**src/core/dbg_pkg.sv**
```systemverilog
// ----------------------------------------------------------------
// debug command unit constants
// ----------------------------------------------------------------
package dbg_pkg;

  // hardware command opcodes
  localparam logic [7:0] OP_ENTER_DEBUG = 8'h90;
  localparam logic [7:0] OP_ACK_ON = 8'hd5;
  localparam logic [7:0] OP_ACK_OFF = 8'hd6;
  localparam logic [7:0] OP_RD_DBG_BYTE = 8'he4;
  localparam logic [7:0] OP_RD_DBG_WORD = 8'hec;
  localparam logic [7:0] OP_RD_BYTE = 8'he0;
  localparam logic [7:0] OP_RD_WORD = 8'he8;
  localparam logic [7:0] OP_WR_DBG_BYTE = 8'hc4;
  localparam logic [7:0] OP_WR_DBG_WORD = 8'hcc;
  localparam logic [7:0] OP_WR_BYTE = 8'hc0;
  localparam logic [7:0] OP_WR_WORD = 8'hc8;

  // debug window and register addresses
  localparam logic [15:0] DBG_WIN_BASE = 16'hff00;
  localparam logic [15:0] STATUS_ADDR = 16'hff01;
  localparam logic [15:0] CCR_HOLD_ADDR = 16'hff06;
  localparam logic [15:0] REG_POS_ADDR = 16'hff07;
  localparam int WIN_REG_LSB = 3;

  // reset and field layout
  localparam logic [7:0] CCR_HOLD_RST = 8'hd8;
  localparam int ST_ENABLE_BIT = 7;
  localparam int ST_ACTIVE_BIT = 6;
  localparam int ST_UNSECURE_BIT_BIT = 1;
  localparam int POS_FIELD_LSB = 3;
  localparam int POS_WIDTH = 4;

  // timing counts (bus clocks; WAIT_ONE and WAIT_TWO count instructions)
  localparam int STEAL_WAIT_CYC = 128;
  localparam logic [7:0] STEAL_LAST = 8'(STEAL_WAIT_CYC - 1);
  localparam logic [3:0] RESUME_DLY = 4'h8;
  localparam logic [1:0] WAIT_ONE = 2'h1;
  localparam logic [1:0] WAIT_TWO = 2'h2;

  typedef enum logic [2:0] {
    CMD_IDLE, CMD_ADDR_HI, CMD_ADDR_LO, CMD_DATA_HI, CMD_DATA_LO, CMD_ACCESS
  } cmd_state_t;

  typedef enum logic [1:0] {STL_IDLE, STL_WAIT, STL_BUS} steal_state_t;

endpackage : dbg_pkg

```
**src/core/dbg_bus_steal.sv**
```systemverilog
`timescale 1ns/1ns
`default_nettype none

// ----------------------------------------------------------------
// bus cycle steal: waits for a free cpu cycle, freezes cpu if none
// ----------------------------------------------------------------
module dbg_bus_steal (
  input wire logic ref_clk,
  input wire logic nrst,
  input wire logic start,
  input wire logic cpu_free_cycle,
  input wire logic mem_done,
  output logic req_q,
  output logic freeze_q
);

  dbg_pkg::steal_state_t state_q;
  logic [7:0] cnt_q;
  logic limit_hit;

  assign limit_hit = (cnt_q == dbg_pkg::STEAL_LAST);

  // wait counter runs only while looking for a free cycle
  always_ff @(posedge ref_clk) begin
    if (!nrst || state_q != dbg_pkg::STL_WAIT) begin
      cnt_q <= 8'h00;
    end else begin
      cnt_q <= cnt_q + 8'h01;
    end
  end

  // free cycle found: no freeze until the access outlasts one cycle; limit reached: steal one
  always_ff @(posedge ref_clk) begin
    if (!nrst) begin
      state_q <= dbg_pkg::STL_IDLE;
      req_q <= 1'b0;
      freeze_q <= 1'b0;
    end else begin
      case (state_q)
        dbg_pkg::STL_IDLE: begin
          if (start && cpu_free_cycle) begin
            state_q <= dbg_pkg::STL_BUS;
            req_q <= 1'b1;
          end else if (start) begin
            state_q <= dbg_pkg::STL_WAIT;
          end
        end
        dbg_pkg::STL_WAIT: begin
          if (cpu_free_cycle || limit_hit) begin
            state_q <= dbg_pkg::STL_BUS;
            req_q <= 1'b1;
            freeze_q <= !cpu_free_cycle;
          end
        end
        dbg_pkg::STL_BUS: begin
          if (mem_done) begin
            state_q <= dbg_pkg::STL_IDLE;
            req_q <= 1'b0;
            freeze_q <= 1'b0;
          end else begin
            freeze_q <= 1'b1; // multi-cycle access freezes cpu until mem_done
          end
        end
        default: begin
          state_q <= dbg_pkg::STL_IDLE;
          req_q <= 1'b0;
          freeze_q <= 1'b0;
        end
      endcase
    end
  end

endmodule : dbg_bus_steal

`default_nettype wire

```
**src/core/single_wire_debug_command_unit.sv**
```systemverilog
`timescale 1ns/1ns
`default_nettype none

module single_wire_debug_command_unit (
  input wire logic ref_clk,
  input wire logic nrst,
  input wire logic special_sc_mode,
  input wire logic secured,
  input wire logic flash_erased,
  input wire logic eeprom_erased,
  input wire logic host_byte_valid,
  input wire logic [7:0] host_byte,
  input wire logic cpu_instr_done,
  input wire logic cpu_halt_to_debug_instruction_instr,
  input wire logic tag_event,
  input wire logic brk_event,
  input wire logic brk_after_next,
  input wire logic cpu_exit_debug,
  input wire logic [7:0] cpu_ccr,
  input wire logic [3:0] init_reg_pos,
  input wire logic [15:0] cpu_addr,
  input wire logic cpu_rd,
  input wire logic cpu_wr,
  input wire logic [7:0] cpu_wdata,
  input wire logic cpu_free_cycle,
  input wire logic mem_done,
  input wire logic [15:0] mem_rdata,
  output logic [15:0] host_rd_word_q,
  output logic host_rd_valid_q,
  output logic ack_pulse_q,
  output logic fw_cmd_valid_q,
  output logic [7:0] fw_cmd_q,
  output logic dbg_enabled_q,
  output logic dbg_active_q,
  output logic unsecure_bit_q,
  output logic cpu_halt_req_q,
  output logic cpu_hold_q,
  output logic [7:0] ccr_holding_q,
  output logic [7:0] cpu_rdata_q,
  output logic cpu_hit_q,
  output logic mem_req_q,
  output logic cpu_freeze_q,
  output logic [15:0] mem_addr_q,
  output logic mem_wr_q,
  output logic mem_byte_q,
  output logic [15:0] mem_wdata_q,
  output logic mem_dbgmap_q
);

  // ----------------------------------------------------------------
  // decode helpers
  // ----------------------------------------------------------------

  // register read mux for the debug window, shared by host and cpu paths
  function automatic logic [7:0] reg_rd(input logic [15:0] a, input logic [7:0] st,
                                        input logic [7:0] condition_code_register, input logic [7:0] pos);
    logic [7:0] r;
    r = 8'h00;
    if (a == dbg_pkg::STATUS_ADDR) begin
      r = st;
    end else if (a == dbg_pkg::CCR_HOLD_ADDR) begin
      r = condition_code_register;
    end else if (a == dbg_pkg::REG_POS_ADDR) begin
      r = pos;
    end
    return r;
  endfunction : reg_rd

  // true when the address lies in the eight-byte register window
  function automatic logic in_window(input logic [15:0] a);
    return a[15:dbg_pkg::WIN_REG_LSB] == dbg_pkg::DBG_WIN_BASE[15:dbg_pkg::WIN_REG_LSB];
  endfunction : in_window

  // ----------------------------------------------------------------
  // state
  // ----------------------------------------------------------------
  dbg_pkg::cmd_state_t state_q;
  logic wr_q, word_q, bd_q, start_q, ack_en_q, boot_q, secured_q;
  logic pend_q, pend_hw_q;
  logic [1:0] wait_q;
  logic [3:0] hold_cnt_q;
  logic [15:0] addr_q, data_q;
  logic [7:0] st_byte, pos_byte;
  logic steal_req;

  // opcode classes
  logic op_rd, op_wr, op_mem, op_enter, op_ack_on, op_ack_off, op_hw;
  logic op_word, op_bd;
  assign op_rd = (host_byte == dbg_pkg::OP_RD_DBG_BYTE) || (host_byte == dbg_pkg::OP_RD_DBG_WORD)
              || (host_byte == dbg_pkg::OP_RD_BYTE) || (host_byte == dbg_pkg::OP_RD_WORD);
  assign op_wr = (host_byte == dbg_pkg::OP_WR_DBG_BYTE) || (host_byte == dbg_pkg::OP_WR_DBG_WORD)
              || (host_byte == dbg_pkg::OP_WR_BYTE) || (host_byte == dbg_pkg::OP_WR_WORD);
  assign op_word = (host_byte == dbg_pkg::OP_RD_DBG_WORD) || (host_byte == dbg_pkg::OP_RD_WORD)
                || (host_byte == dbg_pkg::OP_WR_DBG_WORD) || (host_byte == dbg_pkg::OP_WR_WORD);
  assign op_bd = (host_byte == dbg_pkg::OP_RD_DBG_BYTE) || (host_byte == dbg_pkg::OP_RD_DBG_WORD)
              || (host_byte == dbg_pkg::OP_WR_DBG_BYTE) || (host_byte == dbg_pkg::OP_WR_DBG_WORD);
  assign op_mem = op_rd || op_wr;
  assign op_enter = (host_byte == dbg_pkg::OP_ENTER_DEBUG);
  assign op_ack_on = (host_byte == dbg_pkg::OP_ACK_ON);
  assign op_ack_off = (host_byte == dbg_pkg::OP_ACK_OFF);
  assign op_hw = op_mem || op_enter || op_ack_on || op_ack_off;

  // host command strobes, only taken while the parser is idle
  logic idle_byte, hw_enter, fw_ok;
  assign idle_byte = host_byte_valid && (state_q == dbg_pkg::CMD_IDLE);
  assign hw_enter = idle_byte && op_enter;
  assign fw_ok = dbg_active_q && (unsecure_bit_q || !secured_q);

  // access completion and register window hits
  logic int_hit, int_fin, ext_fin, fin, go_access;
  logic st_wr, ccr_wr_host, ccr_wr_cpu;
  logic [15:0] reg_word, rd_raw, rd_word;
  assign int_hit = bd_q && in_window(addr_q);
  assign int_fin = (state_q == dbg_pkg::CMD_ACCESS) && start_q && int_hit;
  assign ext_fin = steal_req && mem_done;
  assign fin = int_fin || ext_fin;
  assign go_access = host_byte_valid && (((state_q == dbg_pkg::CMD_ADDR_LO) && !wr_q)
                  || (state_q == dbg_pkg::CMD_DATA_LO));
  assign st_wr = int_fin && wr_q && (addr_q[15:1] == dbg_pkg::STATUS_ADDR[15:1])
              && (word_q || addr_q[0]);
  assign ccr_wr_host = int_fin && wr_q && (addr_q[15:1] == dbg_pkg::CCR_HOLD_ADDR[15:1])
                    && (word_q || !addr_q[0]);
  assign ccr_wr_cpu = cpu_wr && dbg_active_q && (cpu_addr == dbg_pkg::CCR_HOLD_ADDR);
  assign reg_word = {reg_rd({addr_q[15:1], 1'b0}, st_byte, ccr_holding_q, pos_byte),
                     reg_rd({addr_q[15:1], 1'b1}, st_byte, ccr_holding_q, pos_byte)};
  assign rd_raw = int_hit ? reg_word : mem_rdata;
  // byte reads keep only the addressed lane: odd low, even high
  assign rd_word = word_q ? rd_raw : (addr_q[0] ? {8'h00, rd_raw[7:0]} : {rd_raw[15:8], 8'h00});

  // status and position register images
  always_comb begin
    st_byte = 8'h00;
    st_byte[dbg_pkg::ST_ENABLE_BIT] = dbg_enabled_q;
    st_byte[dbg_pkg::ST_ACTIVE_BIT] = dbg_active_q;
    st_byte[dbg_pkg::ST_UNSECURE_BIT_BIT] = unsecure_bit_q;
    pos_byte = 8'h00;
    pos_byte[dbg_pkg::POS_FIELD_LSB +: dbg_pkg::POS_WIDTH] = init_reg_pos;
  end

  // activation sources and entry completion
  logic cpu_src, entry_done;
  assign cpu_src = cpu_halt_to_debug_instruction_instr || tag_event || brk_event;
  assign entry_done = pend_q && cpu_instr_done && (wait_q == dbg_pkg::WAIT_ONE);

  // ----------------------------------------------------------------
  // command parser: opcode, address, data, access
  // ----------------------------------------------------------------
  // bytes arriving during an access are dropped; the host pacing covers this
  always_ff @(posedge ref_clk) begin
    if (!nrst) begin
      state_q <= dbg_pkg::CMD_IDLE;
      wr_q <= 1'b0;
      word_q <= 1'b0;
      bd_q <= 1'b0;
      addr_q <= 16'h0000;
      data_q <= 16'h0000;
    end else begin
      case (state_q)
        dbg_pkg::CMD_IDLE: begin
          if (host_byte_valid && op_mem) begin
            state_q <= dbg_pkg::CMD_ADDR_HI;
            wr_q <= op_wr;
            word_q <= op_word;
            bd_q <= op_bd;
          end
        end
        dbg_pkg::CMD_ADDR_HI: begin
          if (host_byte_valid) begin
            addr_q[15:8] <= host_byte;
            state_q <= dbg_pkg::CMD_ADDR_LO;
          end
        end
        dbg_pkg::CMD_ADDR_LO: begin
          if (host_byte_valid) begin
            // word accesses ignore the address lsb
            addr_q[7:0] <= {host_byte[7:1], host_byte[0] && !word_q};
            state_q <= wr_q ? dbg_pkg::CMD_DATA_HI : dbg_pkg::CMD_ACCESS;
          end
        end
        dbg_pkg::CMD_DATA_HI: begin
          if (host_byte_valid) begin
            data_q[15:8] <= host_byte;
            state_q <= dbg_pkg::CMD_DATA_LO;
          end
        end
        dbg_pkg::CMD_DATA_LO: begin
          if (host_byte_valid) begin
            data_q[7:0] <= host_byte;
            state_q <= dbg_pkg::CMD_ACCESS;
          end
        end
        dbg_pkg::CMD_ACCESS: begin
          if (fin) begin
            state_q <= dbg_pkg::CMD_IDLE;
          end
        end
        default: begin
          state_q <= dbg_pkg::CMD_IDLE;
        end
      endcase
    end
  end

  // access launch and bus-side command outputs
  always_ff @(posedge ref_clk) begin
    if (!nrst) begin
      start_q <= 1'b0;
      mem_addr_q <= 16'h0000;
      mem_wr_q <= 1'b0;
      mem_byte_q <= 1'b0;
      mem_wdata_q <= 16'h0000;
      mem_dbgmap_q <= 1'b0;
    end else begin
      start_q <= go_access;
      if (start_q) begin
        mem_addr_q <= addr_q;
        mem_wr_q <= wr_q;
        mem_byte_q <= !word_q;
        mem_wdata_q <= data_q;
      end
      // debug resources visible to the bus only for this one access
      mem_dbgmap_q <= bd_q && (state_q == dbg_pkg::CMD_ACCESS) && !int_hit && !ext_fin;
    end
  end

  // cycle stealing for accesses that miss the register window or are not bd accesses
  dbg_bus_steal u_steal (
    .ref_clk(ref_clk),
    .nrst(nrst),
    .start(start_q && !int_hit),
    .cpu_free_cycle(cpu_free_cycle),
    .mem_done(mem_done),
    .req_q(mem_req_q),
    .freeze_q(cpu_freeze_q)
  );
  assign steal_req = mem_req_q;

  // ----------------------------------------------------------------
  // host answers: read data, acknowledge, firmware forwarding
  // ----------------------------------------------------------------
  always_ff @(posedge ref_clk) begin
    if (!nrst) begin
      ack_en_q <= 1'b0;
      ack_pulse_q <= 1'b0;
      host_rd_valid_q <= 1'b0;
      host_rd_word_q <= 16'h0000;
      fw_cmd_valid_q <= 1'b0;
      fw_cmd_q <= 8'h00;
    end else begin
      if (idle_byte && op_ack_on) begin
        ack_en_q <= 1'b1;
      end else if (idle_byte && op_ack_off) begin
        ack_en_q <= 1'b0;
      end
      // read data ready or write done, entry via 90, or d5 itself
      ack_pulse_q <= (ack_en_q && (fin || (entry_done && pend_hw_q))) || (idle_byte && op_ack_on);
      host_rd_valid_q <= fin && !wr_q;
      if (fin && !wr_q) begin
        host_rd_word_q <= rd_word;
      end
      fw_cmd_valid_q <= idle_byte && !op_hw && fw_ok;
      if (idle_byte && !op_hw) begin
        fw_cmd_q <= host_byte;
      end
    end
  end

  // ----------------------------------------------------------------
  // enable, active, security
  // ----------------------------------------------------------------
  // boot_q marks the first cycle after reset release; straps are caught here
  always_ff @(posedge ref_clk) begin
    if (!nrst) begin
      boot_q <= 1'b1;
      secured_q <= 1'b0;
      dbg_enabled_q <= 1'b0;
      unsecure_bit_q <= 1'b0;
    end else begin
      boot_q <= 1'b0;
      if (boot_q) begin
        secured_q <= secured;
      end
      if (boot_q && special_sc_mode) begin
        dbg_enabled_q <= 1'b1;
        unsecure_bit_q <= secured && flash_erased && eeprom_erased;
      end else if (st_wr) begin
        dbg_enabled_q <= data_q[dbg_pkg::ST_ENABLE_BIT];
      end
    end
  end

  // activation: wait for the current instruction, or one more for a breakpoint with brk_after_next
  always_ff @(posedge ref_clk) begin
    if (!nrst) begin
      dbg_active_q <= 1'b0;
      pend_q <= 1'b0;
      pend_hw_q <= 1'b0;
      wait_q <= dbg_pkg::WAIT_ONE;
      cpu_halt_req_q <= 1'b0;
    end else begin
      cpu_halt_req_q <= entry_done;
      if (boot_q && special_sc_mode) begin
        dbg_active_q <= 1'b1;
      end else if (entry_done) begin
        dbg_active_q <= 1'b1;
        pend_q <= 1'b0;
      end else if (dbg_active_q && cpu_exit_debug) begin
        dbg_active_q <= 1'b0;
      end
      if (!pend_q && !dbg_active_q && dbg_enabled_q && (hw_enter || cpu_src)) begin
        pend_q <= 1'b1;
        pend_hw_q <= hw_enter && !cpu_src;
        wait_q <= (brk_event && brk_after_next) ? dbg_pkg::WAIT_TWO : dbg_pkg::WAIT_ONE;
      end else if (pend_q && cpu_instr_done && !entry_done) begin
        wait_q <= wait_q - dbg_pkg::WAIT_ONE;
      end
    end
  end

  // disabled entry attempt from the cpu stalls it briefly; the host command
  // path never reaches here, so an ignored 90 costs the cpu nothing
  always_ff @(posedge ref_clk) begin
    if (!nrst) begin
      hold_cnt_q <= 4'h0;
      cpu_hold_q <= 1'b0;
    end else if (!dbg_enabled_q && cpu_src) begin
      hold_cnt_q <= dbg_pkg::RESUME_DLY;
      cpu_hold_q <= 1'b1;
    end else if (hold_cnt_q != 4'h0) begin
      hold_cnt_q <= hold_cnt_q - 4'h1;
      cpu_hold_q <= (hold_cnt_q != 4'h1);
    end
  end

  // ----------------------------------------------------------------
  // condition-code holding and cpu window access
  // ----------------------------------------------------------------
  // entry copy beats a host write, which beats a firmware write
  always_ff @(posedge ref_clk) begin
    if (!nrst) begin
      ccr_holding_q <= dbg_pkg::CCR_HOLD_RST;
    end else if (entry_done) begin
      ccr_holding_q <= cpu_ccr;
    end else if (ccr_wr_host) begin
      ccr_holding_q <= data_q[15:8];
    end else if (ccr_wr_cpu) begin
      ccr_holding_q <= cpu_wdata;
    end
  end

  // user programs see nothing: the window only answers while active
  always_ff @(posedge ref_clk) begin
    if (!nrst) begin
      cpu_hit_q <= 1'b0;
      cpu_rdata_q <= 8'h00;
    end else begin
      cpu_hit_q <= cpu_rd && dbg_active_q && in_window(cpu_addr);
      cpu_rdata_q <= (cpu_rd && dbg_active_q)
                   ? reg_rd(cpu_addr, st_byte, ccr_holding_q, pos_byte) : 8'h00;
    end
  end

endmodule : single_wire_debug_command_unit

`default_nettype wire

```
**config.mk**
```make
export PLATFORM = sky130hd
export DESIGN_NAME = single_wire_debug_command_unit
export DESIGN_NICKNAME = d
export VERILOG_FILES = /design/src/core/dbg_pkg.sv /design/src/core/dbg_bus_steal.sv /design/src/core/single_wire_debug_command_unit.sv
export SDC_FILE = /design/constraint.sdc
export NUM_CORES = 1
export LEC_CHECK = 0
export BUFFER_PORTS_ARGS = -buffer_cell sky130_fd_sc_hd__buf_2
export CAP_MARGIN = 20
export CORE_MARGIN = 1.5
export CORE_UTILIZATION = 57
export DETAILED_ROUTE_END_ITERATION = 12
export MAX_ROUTING_LAYER = met4
export PLACE_DENSITY = 0.84
export SLEW_MARGIN = 20
export SYNTH_ARGS = -nofsm -noshare
export SYNTH_HDL_FRONTEND = slang
export SYNTH_HIERARCHICAL = 1
export SYNTH_SLANG_ARGS = --single-unit
```
**constraint.sdc**
```tcl
create_clock -name ref_clk -period 4.2 [get_ports ref_clk]
set_input_delay 0.21 -clock ref_clk [delete_from_list [all_inputs] [get_ports ref_clk]]
set_output_delay 0.21 -clock ref_clk [all_outputs]
set_load 0.01 [all_outputs]
```
==> results_dict.tcl, run 1 <==
set metrics [dict create \
    status "completed" \
    setup_viol 0 \
    worst-setup-path-type "reg2reg" \
    setup_tns_ns 0 \
    powerDensity_nw_per_um2 431.6 \
    first_iter_violations 566 \
    vias 5855 \
    core_area_um2 10370 \
    hp-start "host_byte[7]" \
    cp_data_required_time_ns 4.63 \
    diodes 0 \
    rrSetupSlack_ns 1.41 \
    peakVddDrop_mv 0.2856 \
    ys_async_sr_fraction_pct 0 \
    finalHoldViolCount 0 \
    hp-class "in2reg" \
    finish.instance_area_um2 7826 \
    clock-sinks 146 \
    final_antenna_net_count 0 \
    grt_pass1_vias 5679 \
    netlist_instances 679 \
    wl_per_cell_um 17.68 \
    synth_edf_count 0 \
    grt_pass1_wl_um 27970 \
    worstPathMaxFanout 25 \
    maxSlewHeadroom_pct 27.46 \
    htree_levels 4 \
    synthToLayoutAreaGrowth_pct 27.76 \
    synth_seq_cells 146 \
    fp.dieH_um 106.7 \
    firstDrtPassIters 5 \
    min_period_ns 2.793 \
    worst_pin_slew_ns 1.088 \
    r2r-start "addr_q[3]" \
    numCtsBuffers 17 \
    io_pins 163 \
    clk_pin_slew_ns 0.06 \
    dieArea_um2 11380 \
    track_usage_pct 32.22 \
    syn-num-nets 764 \
    synth_cell_types 62 \
    multi_input_comb_area_um2 2987 \
    postSynth.topFlopCell "dfxtp_1" \
    dp_hpwl_um 12060 \
    die_x_um 106.7 \
    globalplace.congestion 0.8836 \
    cts.repair.resized 0 \
    skew_ns 0.007531 \
    rows 37 \
    whs_path_depth 3 \
    period_share_pct 66.50 \
    hold_path_end "addr_q[15]" \
    p_total_mw 3.378 \
    syn_area_um2 6126 \
    layout.nets 931 \
    yosysWarnings 6 \
    cts_root_buffer "clkbuf_8" \
    clock_latency_ns 0.52 \
    remaining_drc_errors 0 \
    seq_area_um2 2924 \
    drv_slew 0 \
    cts_tree "yes" \
    avgSynthCellArea_um2 9.022 \
    grt_remaining_overflow 0 \
    ctsLongestPathBuffers 2 \
    reg2reg_to "ccr_holding_q[2]" \
    maxCapViolCount 0 \
    finalWirelength_um 17590 \
    routed_via_density 5.884 \
    arrival_ns 3.22 \
    reg2reg_depth 5 \
    critPathLaunchType "flip-flop" \
    drive_above_1_share_pct 24.91 \
    p_leak_nw 3.339 \
    fill_cells 725 \
    fmax_ghz 0.3580 \
    io_buffers 162 \
    antenna_found_initial 0 \
    cp-end-kind "flip-flop" \
    pre_cts_slack_ns 1.488 \
    rsz0062_at_grt "false" \
    yosysSeqAreaShare_pct 47.71 \
    initial_core_util_pct 59.07 \
    worst_slack_ns 1.407 \
    place_area_um2 6985 \
    grt_max_degree 66 \
]
[final cells by class]
class                   count  area share [%]
clock buffers              20           5.819
well taps                 136           2.174
multi-input cells         476           38.16
flip-flops and latches    146           37.36
clock inverters            12           1.982
repair buffers            190           13.78
inverters                  15          0.7194
[layout by cell type (no fill, tap or decap), drive strengths merged, types with 16 or more instances in the layout]
cell type,instances
nor2,97
mux2i,64
a21oi,43
buf,167
dlygate4sd3,23
dfxtp,146
and3,28
inv,16
nand3,20
clkbuf,20
o21ai,28
nand2,55
[state kept, by name, indices dropped and copies added, names as in the netlist, 2 cells and up]
name / cells
u_steal/cnt_q: 8
ccr_holding_q: 8
data_q: 16
state_q: 3
hold_cnt_q: 4
mem_addr_q: 16
u_steal/state_q: 2
host_rd_word_q: 16
wait_q: 2
addr_q: 16
mem_wdata_q: 16
fw_cmd_q: 8
cpu_rdata_q: 8
[cell families after synthesis]
group / share of synthesized area [%]
xor gates and xnor gates: 1.144
DFF: 47.71
muxes: 10.46
adders and majority gates: 1.634
buffers and inverters: 3.534
AOI/OAI and AO/OA: 13.54
and+or+nand+nor: 21.98
[per-stage QoR]
step	utilization, %	hold slack (ns)	instances
global placement	67.36	0.4430	940
finish	75.47	0.01711	995
floorplan	-	0.3455	679
CTS	75.47	0.0009128	995
detailed placement	67.36	0.4444	940
global route	75.47	0.006400	995
[synth_stat cells (2+ instances only)]
cell type	number	share of area [%]
clkbuf_1	33	2.0
inv_1	14	0.86
o41a_1	2	0.37
buf_2	2	0.16
nand2_1	55	3.4
o211ai_1	2	0.25
a211oi_1	3	0.37
xor2_1	5	0.71
nand3_1	20	1.6
nand2b_1	10	1.0
o221ai_1	4	0.57
or3_1	3	0.31
o21ai_0	27	2.2
and2_1	5	0.51
nor3b_1	3	0.37
or4_1	3	0.37
and2b_1	2	0.25
mux2i_1	64	10
nor2b_1	3	0.31
and4b_1	2	0.33
nand3b_1	3	0.37
a22oi_1	6	0.74
o2bb2ai_1	14	2.0
nor3_1	10	0.82
and3_1	27	2.8
dfxtp_1	146	48
ha_1	8	1.6
o22ai_1	4	0.41
a21oi_1	42	3.4
nor2_1	96	5.9
xnor2_1	3	0.43
nor4_1	3	0.31
a31oi_1	8	0.82
buf_1	7	0.43
nand4_1	13	1.3
[metal layers]
| metal | track usage [%] | part of all wire (%) | up-vias |
|---|---|---|---|
| met5 | - | 0 | - |
| met4 | 14.10 | 3.5 | 0 |
| met3 | 8.511 | 9.4 | 55 |
| met2 | 53.30 | 47 | 346 |
| met1 | 36.87 | 40 | 2715 |
| li1 | - | - | 2739 |
[worst max-delay path, cell delays in order, from the launching register on]
cell      delay (ns)
dfxtp_1         0.32
or4_4           0.57
or4_1           0.93
nor2_2          0.45
o221ai_1        0.19
o21ai_0         0.22
[worst max-delay path by stage]
stage,startpoint,cells after the start,endpoint,slack (ns)
after floorplan,addr_q[3],10,u_steal/req_q,1.67
after global placement,addr_q[3],7,u_steal/req_q,1.59
after detailed placement,addr_q[3],6,u_steal/state_q[1],1.49
after CTS,addr_q[3],5,ccr_holding_q[2],1.45
after global routing,addr_q[3],7,u_steal/req_q,1.28
final,addr_q[3],5,ccr_holding_q[2],1.41
[repair_timing]
action                                 4_1_cts  5_1_grt
hold buffers                                23        0
setup buffers                                0        0
endpoints found under the hold margin       23        0
[power breakdown]
part           switching, mW  total, mW  internal, mW
clock network          0.588       1.54         0.954
logic                  0.209      0.368         0.159
registers             0.0424       1.47          1.43
total                  0.840       3.38          2.54
No activity file was read; power rests on OpenSTA's default activity.
==> run 2: changes to the inputs <==
- CORE_UTILIZATION: 57 -> 47
- PLACE_DENSITY: 0.84 -> 0.74
- clock period: 4.2 -> 2.3 ns (I/O delays scaled with it)
==> run 2 against run 1 <==
Cell area increased by 1.3%; combinational power increased by 87%; register-to-register slack got worse by 1.2 ns; non-clock buffer count increased by 7; clock-buffer cell count decreased by 1; largest cell class unchanged; core utilization decreased by 13 points; clock skew increased by 0.0020 ns; fmax increased by 31%; highest routed layer unchanged; die area increased by 21%.
==> results_dict.tcl, run 2 (synthesis gave the netlist of run 1 again) <==
set metrics [dict create \
    vias 5792 \
    clk_pin_slew_ns 0.06 \
    hp-class "in2reg" \
    drv_slew 0 \
    dieArea_um2 13730 \
    final_util_pct 62.60 \
    numCtsBuffers 17 \
    peakVddDrop_mv 0.4708 \
    critPathLaunchType "flip-flop" \
    final-instance-count-excl-fill 1038 \
    cts_root_buffer "clkbuf_16" \
    remaining_drc_errors 0 \
    clock-sinks 146 \
    worst_pin_slew_ns 0.9555 \
    min_period_ns 2.135 \
    path_buf_inv 1 \
    rsz0062_at_grt "false" \
    cp_slowest_cell "or4_4" \
    ctsLongestPathBuffers 2 \
    p_total_mw 6.153 \
    hold_path_end "ccr_holding_q[3]" \
    period_share_pct 92.83 \
    critPathMaxStageDelay_ns 0.57 \
    diodes 0 \
    holdWs_ns 0.01206 \
    firstDrtPassIters 5 \
    cp-end-kind "flip-flop" \
    finalWirelength_um 17600 \
    routed_via_density 5.580 \
    grt_pass1_wl_um 27660 \
    drive_above_1_share_pct 25.98 \
    status "completed" \
    powerDensity_nw_per_um2 775.7 \
    core_area_um2 12670 \
    rows 41 \
    layout.nets 938 \
    final_antenna_net_count 0 \
    cp_common_cell "or4_4" \
    p_leak_nw 3.358 \
    r2r-start "addr_q[6]" \
    fill_cells 1075 \
    track_usage_pct 27.26 \
    io_buffers 162 \
    fmax_ghz 0.4684 \
    antenna_found_initial 0 \
    startpoint "addr_q[6]" \
    hp-start "cpu_ccr[3]" \
    reg2reg_to "u_steal/req_q" \
    dp_cells 983 \
    cts_tree "yes" \
    rrSetupSlack_ns 0.16 \
    critPathTopFamily "simple AND/OR/NAND/NOR gates" \
    whs_path_depth 3 \
    synthToLayoutAreaGrowth_pct 29.47 \
    final_cell_mix "buf_2 (162), dfxtp_1 (145), nor2_1 (96), mux2i_1 (64), nand2_1 (55)" \
    grt_remaining_overflow 0 \
    cp_data_required_time_ns 2.62 \
    grt_max_degree 95 \
    clock_latency_ns 0.43 \
    final_common_cell "buf_2" \
    htree_levels 4 \
    dp_hpwl_um 12280 \
    pre_cts_slack_ns -0.05191 \
    reg2reg_depth 7 \
    arrival_ns 2.45 \
    finalHoldViolCount 0 \
    worst-setup-path-type "reg2reg" \
    maxSlewHeadroom_pct 36.30 \
    globalplace.congestion 0.8433 \
    initial_core_util_pct 48.35 \
    wl_per_cell_um 16.95 \
    skew_ns 0.009501 \
    worstPathMaxFanout 13 \
    io_pins 163 \
    worst_slack_ns 0.1649 \
    first_iter_violations 417 \
    maxCapViolCount 0 \
    setup_viol 0 \
    path_cells "or4_4 > or4_4 > and2_4 > inv_1 > a21oi_2 > a31oi_1 > nor3_1" \
    fp.dieH_um 117.2 \
    grt_pass1_vias 5780 \
    die_x_um 117.2 \
]
==> run 2: worst min-delay path, cell delays in order <==
cell and delay, ns:
buf_2 0.08, o22ai_1 0.07, o21ai_0 0.13
==> run 2: what timing repair did <==
| item | CTS | global route |
|---|---|---|
| endpoints found under the hold margin | 21 | 0 |
| gates resized for setup | 1 | 2 |
| setup endpoints to repair | 6 | 16 |
| hold buffers | 22 | 0 |
| gates cloned | 0 | 0 |
| buffers inserted | 0 | 1 |
| pin swaps | 0 | 2 |
==> run 2: stage by stage <==
stage          instance area, um^2  setup TNS (ns)
2_1_floorplan                 6158               0
3_3_place_gp                  7089               0
3_5_place_dp                  7089        -0.08553
4_1_cts                       7915               0
5_1_grt                       7931               0
6_report                      7931               0
==> run 2: worst max path at each step <==
stage / slack (ns) / to / cells after the start
CTS: 0.06 / host_rd_word_q[11] / 5
global placement: 0.05 / u_steal/req_q / 7
detailed placement: -0.05 / ccr_holding_q[5] / 5
finish: 0.16 / u_steal/req_q / 7
floorplan: 0.001 / u_steal/req_q / 10
global route: 0.02 / fw_cmd_q[7] / 5
==> run 2: layout make-up <==
type	count	area, um^2	share of cell area [%]
well taps	172	215.2	2.713
clock inverters	13	158.9	2.003
clock buffers	19	442.9	5.584
multi-input cells	476	3005	37.89
repair buffers	197	1129	14.23
flip-flops and latches	146	2924	36.87
inverters	15	56.30	0.7099
==> run 2: layer usage <==
layer,part of all wire [%],up-vias,track usage [%]
met5,0,-,-
li1,-,2755,-
met1,42,2754,30.65
met3,7.2,43,8.342
met2,48,240,45.04
met4,2.9,0,11.49
==> run 2: power by group <==
group	internal, mW	switching [mW]
sequential	2.60	0.0684
combinational	0.301	0.386
clock	1.73	1.07
total	4.63	1.52
